File: src/pkg/pml_defs.svh
// constants for the program memory security lock
// assumes inclusion by bare name from logic and sim files
`ifndef PML_DEFS_SVH
`define PML_DEFS_SVH
`define PML_SIG_ADDR0    13'h0030
`define PML_SIG_ADDR1    13'h0031
`define PML_SIG_ADDR2    13'h0060
`define PML_SIG_VAL0     8'hA5
`define PML_SIG_VAL1     8'h5A
`define PML_SIG_VAL2     8'h3C
`define PML_ENC_DEPTH    32
`define PML_ENC_IDX_W    5
`define PML_BYTE_RST     8'h00
`endif

File: src/pkg/pml_pkg.sv
// types for the program memory security lock
// assumes pml_defs.svh on the include path
package pml_pkg;
  typedef enum logic [1:0] {
    PML_LVL_NONE,
    PML_LVL_ONE,
    PML_LVL_TWO,
    PML_LVL_THREE
  } pml_level_t;

  typedef struct packed {
    logic       lock_bit_one;
    logic       lock_bit_two;
    logic       lock_bit_three;
  } pml_locks_t;

  typedef struct packed {
    logic       valid;
    logic [7:0] data;
  } pml_byte_t;
endpackage

File: src/logic/pml_lock.sv
// protection logic guarding the one-time-programmable program memory
// assumes memory array, nonvolatile lock cells and cpu fetch unit outside
//
// Contract
// Three fixed signature bytes at their dedicated addresses can be read by the programmer.
// Verify read-out of program memory works only while lock bits two and three are clear.
// With the encryption table programmed, verify data is code byte XNOR a table byte.
// No path ever lets the encryption table contents out of the block.
// With lock bit one set, a code-table read run from external code gets no internal bytes.
// With lock bit one set, external access select is latched at reset and held till next reset.
// With lock bit one set, every further programming operation is refused.
// With lock bits one and two set, verify read-out is disabled as well.
// With all three lock bits set, external program fetch and execution are blocked.
// The programmer sets lock bits only cumulatively; other combinations are undefined.
// Lock cells are captured into flags at reset and every check uses those flags.
`timescale 1ns/10ps
`include "pml_defs.svh"
module pml_lock (
  // clock and reset
  input  wire logic                   mclk_in,
  input  wire logic                   rstn_in,
  // nonvolatile lock cells and encryption table
  input  wire pml_pkg::pml_locks_t    lock_cells_in,
  input  wire logic                   enc_programmed_in,
  input  wire logic [7:0]             enc_table_in [`PML_ENC_DEPTH],
  // external access select pin
  input  wire logic                   external_access_select_in,
  // programmer verify port
  input  wire logic                   verify_req_in,
  input  wire logic [12:0]            verify_addr_in,
  input  wire logic [7:0]             code_byte_in,
  output logic                        verify_valid_out,
  output logic [7:0]                  verify_data_out,
  // programmer program port
  input  wire logic                   program_req_in,
  output logic                        program_grant_out,
  output logic                        program_refused_out,
  // cpu fetch side
  input  wire logic                   fetch_external_in,
  input  wire logic                   code_table_read_instruction_in,
  input  wire logic                   table_addr_internal_in,
  output logic                        table_read_block_out,
  output logic                        fetch_block_out,
  output logic                        ext_select_out,
  output pml_pkg::pml_level_t         level_out
);
  typedef struct packed {
    logic [1:0]            rst_sync;
    logic                  captured;
    pml_pkg::pml_locks_t   locks;
    logic                  enc_on;
    logic                  ea_latched;
    logic                  verify_valid;
    logic [7:0]            verify_data;
    logic                  prog_grant;
    logic                  prog_refused;
    logic                  table_block;
    logic                  fetch_block;
    logic                  ext_select;
    pml_pkg::pml_level_t   level;
  } pml_state_t;

  pml_state_t state_ff;
  pml_state_t nxt_state;
  logic       rst_n;
  logic [2:0] sig_hit_v;
  logic [7:0] sig_byte_v [3];

  assign rst_n = state_ff.rst_sync[1];

  // signature bytes answer at fixed addresses in every lock level
  pml_sig_slot #(
    .SLOT_ADDR (`PML_SIG_ADDR0),
    .SLOT_VAL  (`PML_SIG_VAL0)
  ) u_sig0 (
    .addr_in  (verify_addr_in),
    .hit_out  (sig_hit_v[0]),
    .byte_out (sig_byte_v[0])
  );

  pml_sig_slot #(
    .SLOT_ADDR (`PML_SIG_ADDR1),
    .SLOT_VAL  (`PML_SIG_VAL1)
  ) u_sig1 (
    .addr_in  (verify_addr_in),
    .hit_out  (sig_hit_v[1]),
    .byte_out (sig_byte_v[1])
  );

  pml_sig_slot #(
    .SLOT_ADDR (`PML_SIG_ADDR2),
    .SLOT_VAL  (`PML_SIG_VAL2)
  ) u_sig2 (
    .addr_in  (verify_addr_in),
    .hit_out  (sig_hit_v[2]),
    .byte_out (sig_byte_v[2])
  );

  always_comb begin
    logic [7:0] sig;
    logic       sig_hit;
    logic       verify_ok;
    logic [7:0] key;
    logic [2:0] lock_code;

    sig       = sig_byte_v[0] | sig_byte_v[1] | sig_byte_v[2];
    sig_hit   = |sig_hit_v;
    verify_ok = 1'b0;
    key       = `PML_BYTE_RST;
    lock_code = {state_ff.locks.lock_bit_one, state_ff.locks.lock_bit_two,
                 state_ff.locks.lock_bit_three};
    nxt_state = state_ff;

    // reset release through two stages
    nxt_state.rst_sync = {state_ff.rst_sync[0], 1'b1};

    // capture lock cells and pin once after reset release
    if (rst_n && !state_ff.captured) begin
      nxt_state.captured   = 1'b1;
      nxt_state.locks      = lock_cells_in;
      nxt_state.enc_on     = enc_programmed_in;
      nxt_state.ea_latched = external_access_select_in;
    end
    if (!rst_n) begin
      nxt_state.captured = 1'b0;
    end

    unique case (lock_code)
      3'b000:  nxt_state.level = pml_pkg::PML_LVL_NONE;
      3'b100:  nxt_state.level = pml_pkg::PML_LVL_ONE;
      3'b110:  nxt_state.level = pml_pkg::PML_LVL_TWO;
      3'b111:  nxt_state.level = pml_pkg::PML_LVL_THREE;
      // undefined combinations reported as fully locked on level_out; each check still uses its own lock bit
      default: nxt_state.level = pml_pkg::PML_LVL_THREE;
    endcase

    // verify answer: signature, plain or mixed code
    verify_ok = state_ff.captured && !state_ff.locks.lock_bit_two
                && !state_ff.locks.lock_bit_three;
    key = enc_table_in[verify_addr_in[`PML_ENC_IDX_W-1:0]];
    nxt_state.verify_valid = 1'b0;
    nxt_state.verify_data  = `PML_BYTE_RST;
    if (verify_req_in && state_ff.captured) begin
      if (sig_hit) begin
        nxt_state.verify_valid = 1'b1;
        nxt_state.verify_data  = sig;
      end else if (verify_ok) begin
        nxt_state.verify_valid = 1'b1;
        // table only ever leaves mixed with code, never alone
        if (state_ff.enc_on) begin
          nxt_state.verify_data = ~(code_byte_in ^ key);
        end else begin
          nxt_state.verify_data = code_byte_in;
        end
      end
    end

    // program requests answered one cycle later
    nxt_state.prog_grant   = 1'b0;
    nxt_state.prog_refused = 1'b0;
    if (program_req_in && state_ff.captured) begin
      if (state_ff.locks.lock_bit_one) begin
        nxt_state.prog_refused = 1'b1;
      end else begin
        nxt_state.prog_grant = 1'b1;
      end
    end

    // fetch side blocks
    nxt_state.table_block = 1'b0;
    nxt_state.fetch_block = 1'b0;
    if (fetch_external_in) begin
      // external code may not pull internal bytes once locked
      if (state_ff.locks.lock_bit_one && code_table_read_instruction_in
          && table_addr_internal_in) begin
        nxt_state.table_block = 1'b1;
      end
      if (state_ff.locks.lock_bit_three) begin
        nxt_state.fetch_block = 1'b1;
      end
    end

    // effective external access select
    if (state_ff.locks.lock_bit_one) begin
      nxt_state.ext_select = state_ff.ea_latched;
    end else begin
      nxt_state.ext_select = external_access_select_in;
    end
  end

  always_ff @(posedge mclk_in or negedge rstn_in) begin
    if (!rstn_in) begin
      state_ff <= '0;
    end else begin
      state_ff <= nxt_state;
    end
  end

  // outputs straight from the state register
  assign verify_valid_out     = state_ff.verify_valid;
  assign verify_data_out      = state_ff.verify_data;
  assign program_grant_out    = state_ff.prog_grant;
  assign program_refused_out  = state_ff.prog_refused;
  assign table_read_block_out = state_ff.table_block;
  assign fetch_block_out      = state_ff.fetch_block;
  assign ext_select_out       = state_ff.ext_select;
  assign level_out            = state_ff.level;
endmodule

// one fixed signature byte answering at its own address
module pml_sig_slot #(
  // address it answers at and the byte it returns
  parameter logic [12:0] SLOT_ADDR = `PML_SIG_ADDR0,
  parameter logic [7:0]  SLOT_VAL  = `PML_SIG_VAL0
) (
  // verify address
  input  wire logic [12:0] addr_in,
  // match and byte, zero when no match
  output logic             hit_out,
  output logic [7:0]       byte_out
);

  assign hit_out  = (addr_in == SLOT_ADDR);
  assign byte_out = hit_out ? SLOT_VAL : `PML_BYTE_RST;
endmodule

File: config.mk
export PLATFORM = sky130hd
export DESIGN_NAME = pml_lock
export DESIGN_NICKNAME = d
export VERILOG_FILES = /design/src/pkg/pml_pkg.sv /design/src/logic/pml_lock.sv
export VERILOG_INCLUDE_DIRS = /design/src /design/src/pkg
export SDC_FILE = /design/constraint.sdc
export NUM_CORES = 1
export LEC_CHECK = 0
export ABC_CLOCK_PERIOD_IN_PS = 1900
export BUFFER_PORTS_ARGS = -buffer_cell sky130_fd_sc_hd__buf_4
export CAP_MARGIN = 20
export CORE_AREA = 8 8 113 115
export CTS_CLUSTER_SIZE = 14
export DETAILED_ROUTE_END_ITERATION = 8
export DIE_AREA = 0 0 121 123
export GPL_TIMING_DRIVEN = 0
export PLACE_DENSITY = 0.82
export SLEW_MARGIN = 5
export SYNTH_ARGS = -nofsm -noshare
export SYNTH_HDL_FRONTEND = slang
export SYNTH_SLANG_ARGS = --single-unit
File: constraint.sdc
create_clock -name mclk_in -period 1.9 [get_ports mclk_in]
set_input_delay 0.475 -clock mclk_in [delete_from_list [all_inputs] [get_ports mclk_in]]
set_output_delay 0.475 -clock mclk_in [all_outputs]
set_load 0.01 [all_outputs]
After elaboration in Yosys (flattened, before gate mapping):

Index checks and enable logic that the tools add are counted.

* flip-flop bits (word level): 24
* bits in latches: 0
* memory bits (read-only): 0
* output and inout bits: 16
* memories kept: 0
* RAM bits: 0
* input bits: 289

* div/mod/pow operators: 0
* shift operators: 0
* mux-type cells: 20
* magnitude comparators: 1
* bitwise operators: 5
* reductions and logical operators: 12
* add/sub/neg operators: 0
* $mul: 0
* equality and inequality tests: 6

Operator list (number)
* $bmux W8 S5: 1
* $mux W8: 4
* $mux W9: 3
* $eq A13 B6 Y1 const B: 2
* $or A8 B8 Y8: 2
* $eq A13 B7 Y1 const B: 1
* $mux W6: 2
* $not A8 Y8: 1
* $xor A8 B8 Y8: 1
* $logic_and A1 B1 Y1: 7
* $mux W7: 1
* $eq A3 B3 Y1 const B: 2
* $ge A6 B6 Y1 const B: 1
* $mux W1: 6
* $not A5 Y6: 1
* $pmux W2 S3: 1
* $mux W2: 2
* $logic_not A1 Y1: 3
* $logic_not A3 Y1: 1
* $reduce_or A3 Y1: 1
* $ne A2 B1 Y1 const B: 1

Depth between registers and ports, before layout:

* depth after elaboration: 10
* depth in mapped cells: 10

Cells and area by module:

From an unflattened synthesis, not the netlist that was laid out.

* cell total of the unflattened synthesis: 305
* area total of the unflattened synthesis: 3445.8 µm²

Modules (own cells, without submodules)
* pml_lock: seq. area each 600.6 µm², area each 3153.0 µm², cells an instance 263, instances 1
* pml_sig_slot: seq. area each 0.0 µm², area each 97.6 µm², cells an instance 14, instances 3

Worst setup path after synthesis:

No wires, ideal clock.

* path kind: input -> register
* start: input port verify_addr_in[1]
* end: register state_ff (netlist bit verify_data_out[3])
* slack: -0.166 ns
* data arrival time: 1.927 ns
* stages on the path: 9
* path through: buf_6 buf_12 buf_12 mux4_2 a22oi_1 nand3_1 o21ai_1 xnor2_1 o22ai_2

RTL lines
* start: declaration: RTL line pml_lock.sv:30 `input wire logic [12:0] verify_addr_in,`
* end signal: assignment: RTL line pml_lock.sv:195 `state_ff <= nxt_state;`
* end: declaration: RTL line pml_lock.sv:63 `pml_state_t state_ff;`

==> reports/results.ini <==
[outcome]
status=complete, but fails checks
violations=setup timing

[synth]
synthArstFlopShare=1.00
synth.ff_latch_count=24
synth_top_area_share=0.171
synthDistinctLibCells=47
synth_flop_cell=dfrtp_1
yosysTopAreaCell=dfrtp_1
avgSynthCellArea_um2=11.1
yosys_warnings=0
synth-edff-count=0
synthCells=317
synth_area_leaders=dfrtp_1 (17%), mux4_2 (15%), mux4_1 (13%)
synthesis.area_um2=3520
seq_area_frac_synth=0.171
synth_nets=606

[global_routing]
grt_pass1_vias=4929
antenna_found_initial=0
track_usage=0.235
grt_max_degree=25
grt_pass1_wl_mm=26.9
grt_overflow=0

[timing]
setup_viol=6
final.min_clock_period_ns=2.01
worst_slew_pin_slew_ns=0.543
max_freq_mhz=497
slew_violations=0
slew_headroom=0.638
layout_setup_ws_ns=-0.110
hold_violations=0
period_share=1.06
finClkSkew_ns=0.00261
rsz0062_at_grt=yes

[floorplan]
die_h_um=123
num_io_pins=305
start_util=0.318
die_x_um=121
rows=39
core_area_um2=11100
die_area_um2=14900

[place]
globalplace.congestion=0.907
dpl.hpwl_mm=15.9
place_inst=760
dpl_cell_area_um2=6020
portBuffers=300
pre_cts_slack_ns=-0.778

[power_and_ir_drop]
p_per_area_nw_per_um2=379
ir_worst_vdd_mv=0.368
power_leakage_nw=3.18

[drt]
routedWlPerCell_um=24.1
remaining_drc_errors=0
ant_nets=0
drt_iter0_markers=228
dr.pass1.iters=5
routed-via-count=4345
via_per_inst=5.48
wl_mm=19.1

[final_layout]
drive_gt1_frac=0.738
mostFrequentLayoutCell=buf_4
finalInstanceArea_um2=6780
stdcell_count=793
antenna_cells=0
final_nets=940
area.growth.synth_to_final_pct=92.6
layout_common_cells=buf_4 (333), mux2i_1 (30), mux4_2 (29), dfrtp_1 (24), mux2_2 (22)
fin_util=0.612

[flow_run]
cap_violations=0

[worst_hold_path]
min_path_type=input port to async pin

[clocking]
root_buffer=clkbuf_16
cts_tree=yes
cts_sinks=24
numCtsBuffers=3
clk_pin_slew_ns=0.06
ctsHtreeMaxLevel=1
clock_latency_ns=0.26
clk_path_buf_depth=2
cts_hold_buf=0

[setup_path]
path_max_fanout=8
cp-start-kind=input port
ff2ff_setup_slack_ns=0.05
critPathKind=input port to flop
worstPathRequired_ns=2.04
arrival_ns=2.15
crit_path_end_kind=flop

[what timing repair did]
item	in CTS	in global routing
pin swaps	25	23
gates cloned	0	2
setup buffers	22	6
resized for setup	62	40
hold endpoints to repair	0	0
endpoints found under the setup margin	8	8
[where the power goes]
part	internal, W	switching (W)
logic	0.000914	0.000577
clock network	0.000322	0.000169
registers	0.000555	0.0000295
[worst max-delay path, cell delays in order]
cell,delay [ns]
buf_12,0.12
buf_12,0.14
buf_12,0.14
buf_8,0.13
mux2i_1,0.13
a221oi_2,0.28
buf_4,0.18
nor4_4,0.04
nor3_4,0.24
xor2_1,0.16
o21ai_1,0.08
[area by class of cell]
type	instances	area, um^2
Clock buffer	4	88.8
Timing Repair Buffer	330	2550
Tap cell	143	179
Inverter	3	11.3
Fill cell	907	4300
Sequential cell	24	601
Buffer	37	415
Multi-Input combinational cell	252	2930
[sequential cells by signal (all words and copies together), names as in the netlist]
signal,flops
ext_select_out,1
fetch_block_out,1
level_out,2
nxt_state,1
program_grant_out,1
program_refused_out,1
rst_n,1
state_ff,6
table_read_block_out,1
verify_data_out,8
verify_valid_out,1
[logic make-up after synthesis]
group / count (synthesis) / synth area share
other: 1 / 0.00107
flip-flops: 24 / 0.171
AO/OA/AOI/OAI: 67 / 0.140
XOR/XNOR: 10 / 0.0249
multiplexers: 98 / 0.447
buffers and inverters: 41 / 0.0907
AND/OR/NAND/NOR: 76 / 0.125
[metal layers]
layer	vias up	share of wire	routed length [um]	global-route usage
met2	248	0.53	10000	0.440
met3	36	0.083	1590	0.0648
met5	-	0	0	0
met1	2116	0.36	6930	0.254
met4	0	0.027	522	0.0687
li1	1945	-	-	-
[worst paths after layout]
path / endpoint / from / depth (start not counted)
min reg2reg: rst_n / nxt_state[23] / 0
min: program_grant_out / rstn_in / 1
max in group asynchronous: verify_data_out[2] / rstn_in / 1
max: verify_data_out[2] / verify_addr_in[1] / 11
min in group mclk_in: rst_n / nxt_state[23] / 0
max reg2reg: verify_data_out[2] / state_ff[17] / 6
[synth_stat cells, types with 2 or more instances]
master     n
mux2i_1   36
dfrtp_1   24
mux4_2    23
mux2_2    22
mux4_1    17
nand2_1   17
a221oi_1  16
a22oi_1   15
buf_4     14
nor2b_1    9
a21oi_1    8
o21ai_1    8
and3_1     7
nand2b_1   7
nor2_1     7
buf_2      6
buf_6      6
clkbuf_1   6
xor2_1     6
nand3_1    5
o21ai_0    5
and2_1     4
nor3_2     4
xnor2_1    4
buf_12     3
inv_1      3
nor3_1     3
nor4_1     3
o22ai_1    3
o31ai_2    3
buf_1      2
o211ai_1   2
o31ai_1    2
o32ai_1    2
or2_0      2
or3_1      2
[through the flow]
step / hold WS, ns / setup TNS [ns] / total power [W]
floorplan: 0.179 / -0.538 / 0.00119
global placement: 0.338 / -3.88 / 0.00183
detailed placement: 0.339 / -4.51 / 0.00186
CTS: 0.106 / -0.250 / 0.00248
global route: 0.124 / -0.670 / 0.00267
finish: 0.101 / -0.305 / 0.00257
No activity file was read; power rests on OpenSTA's default activity.
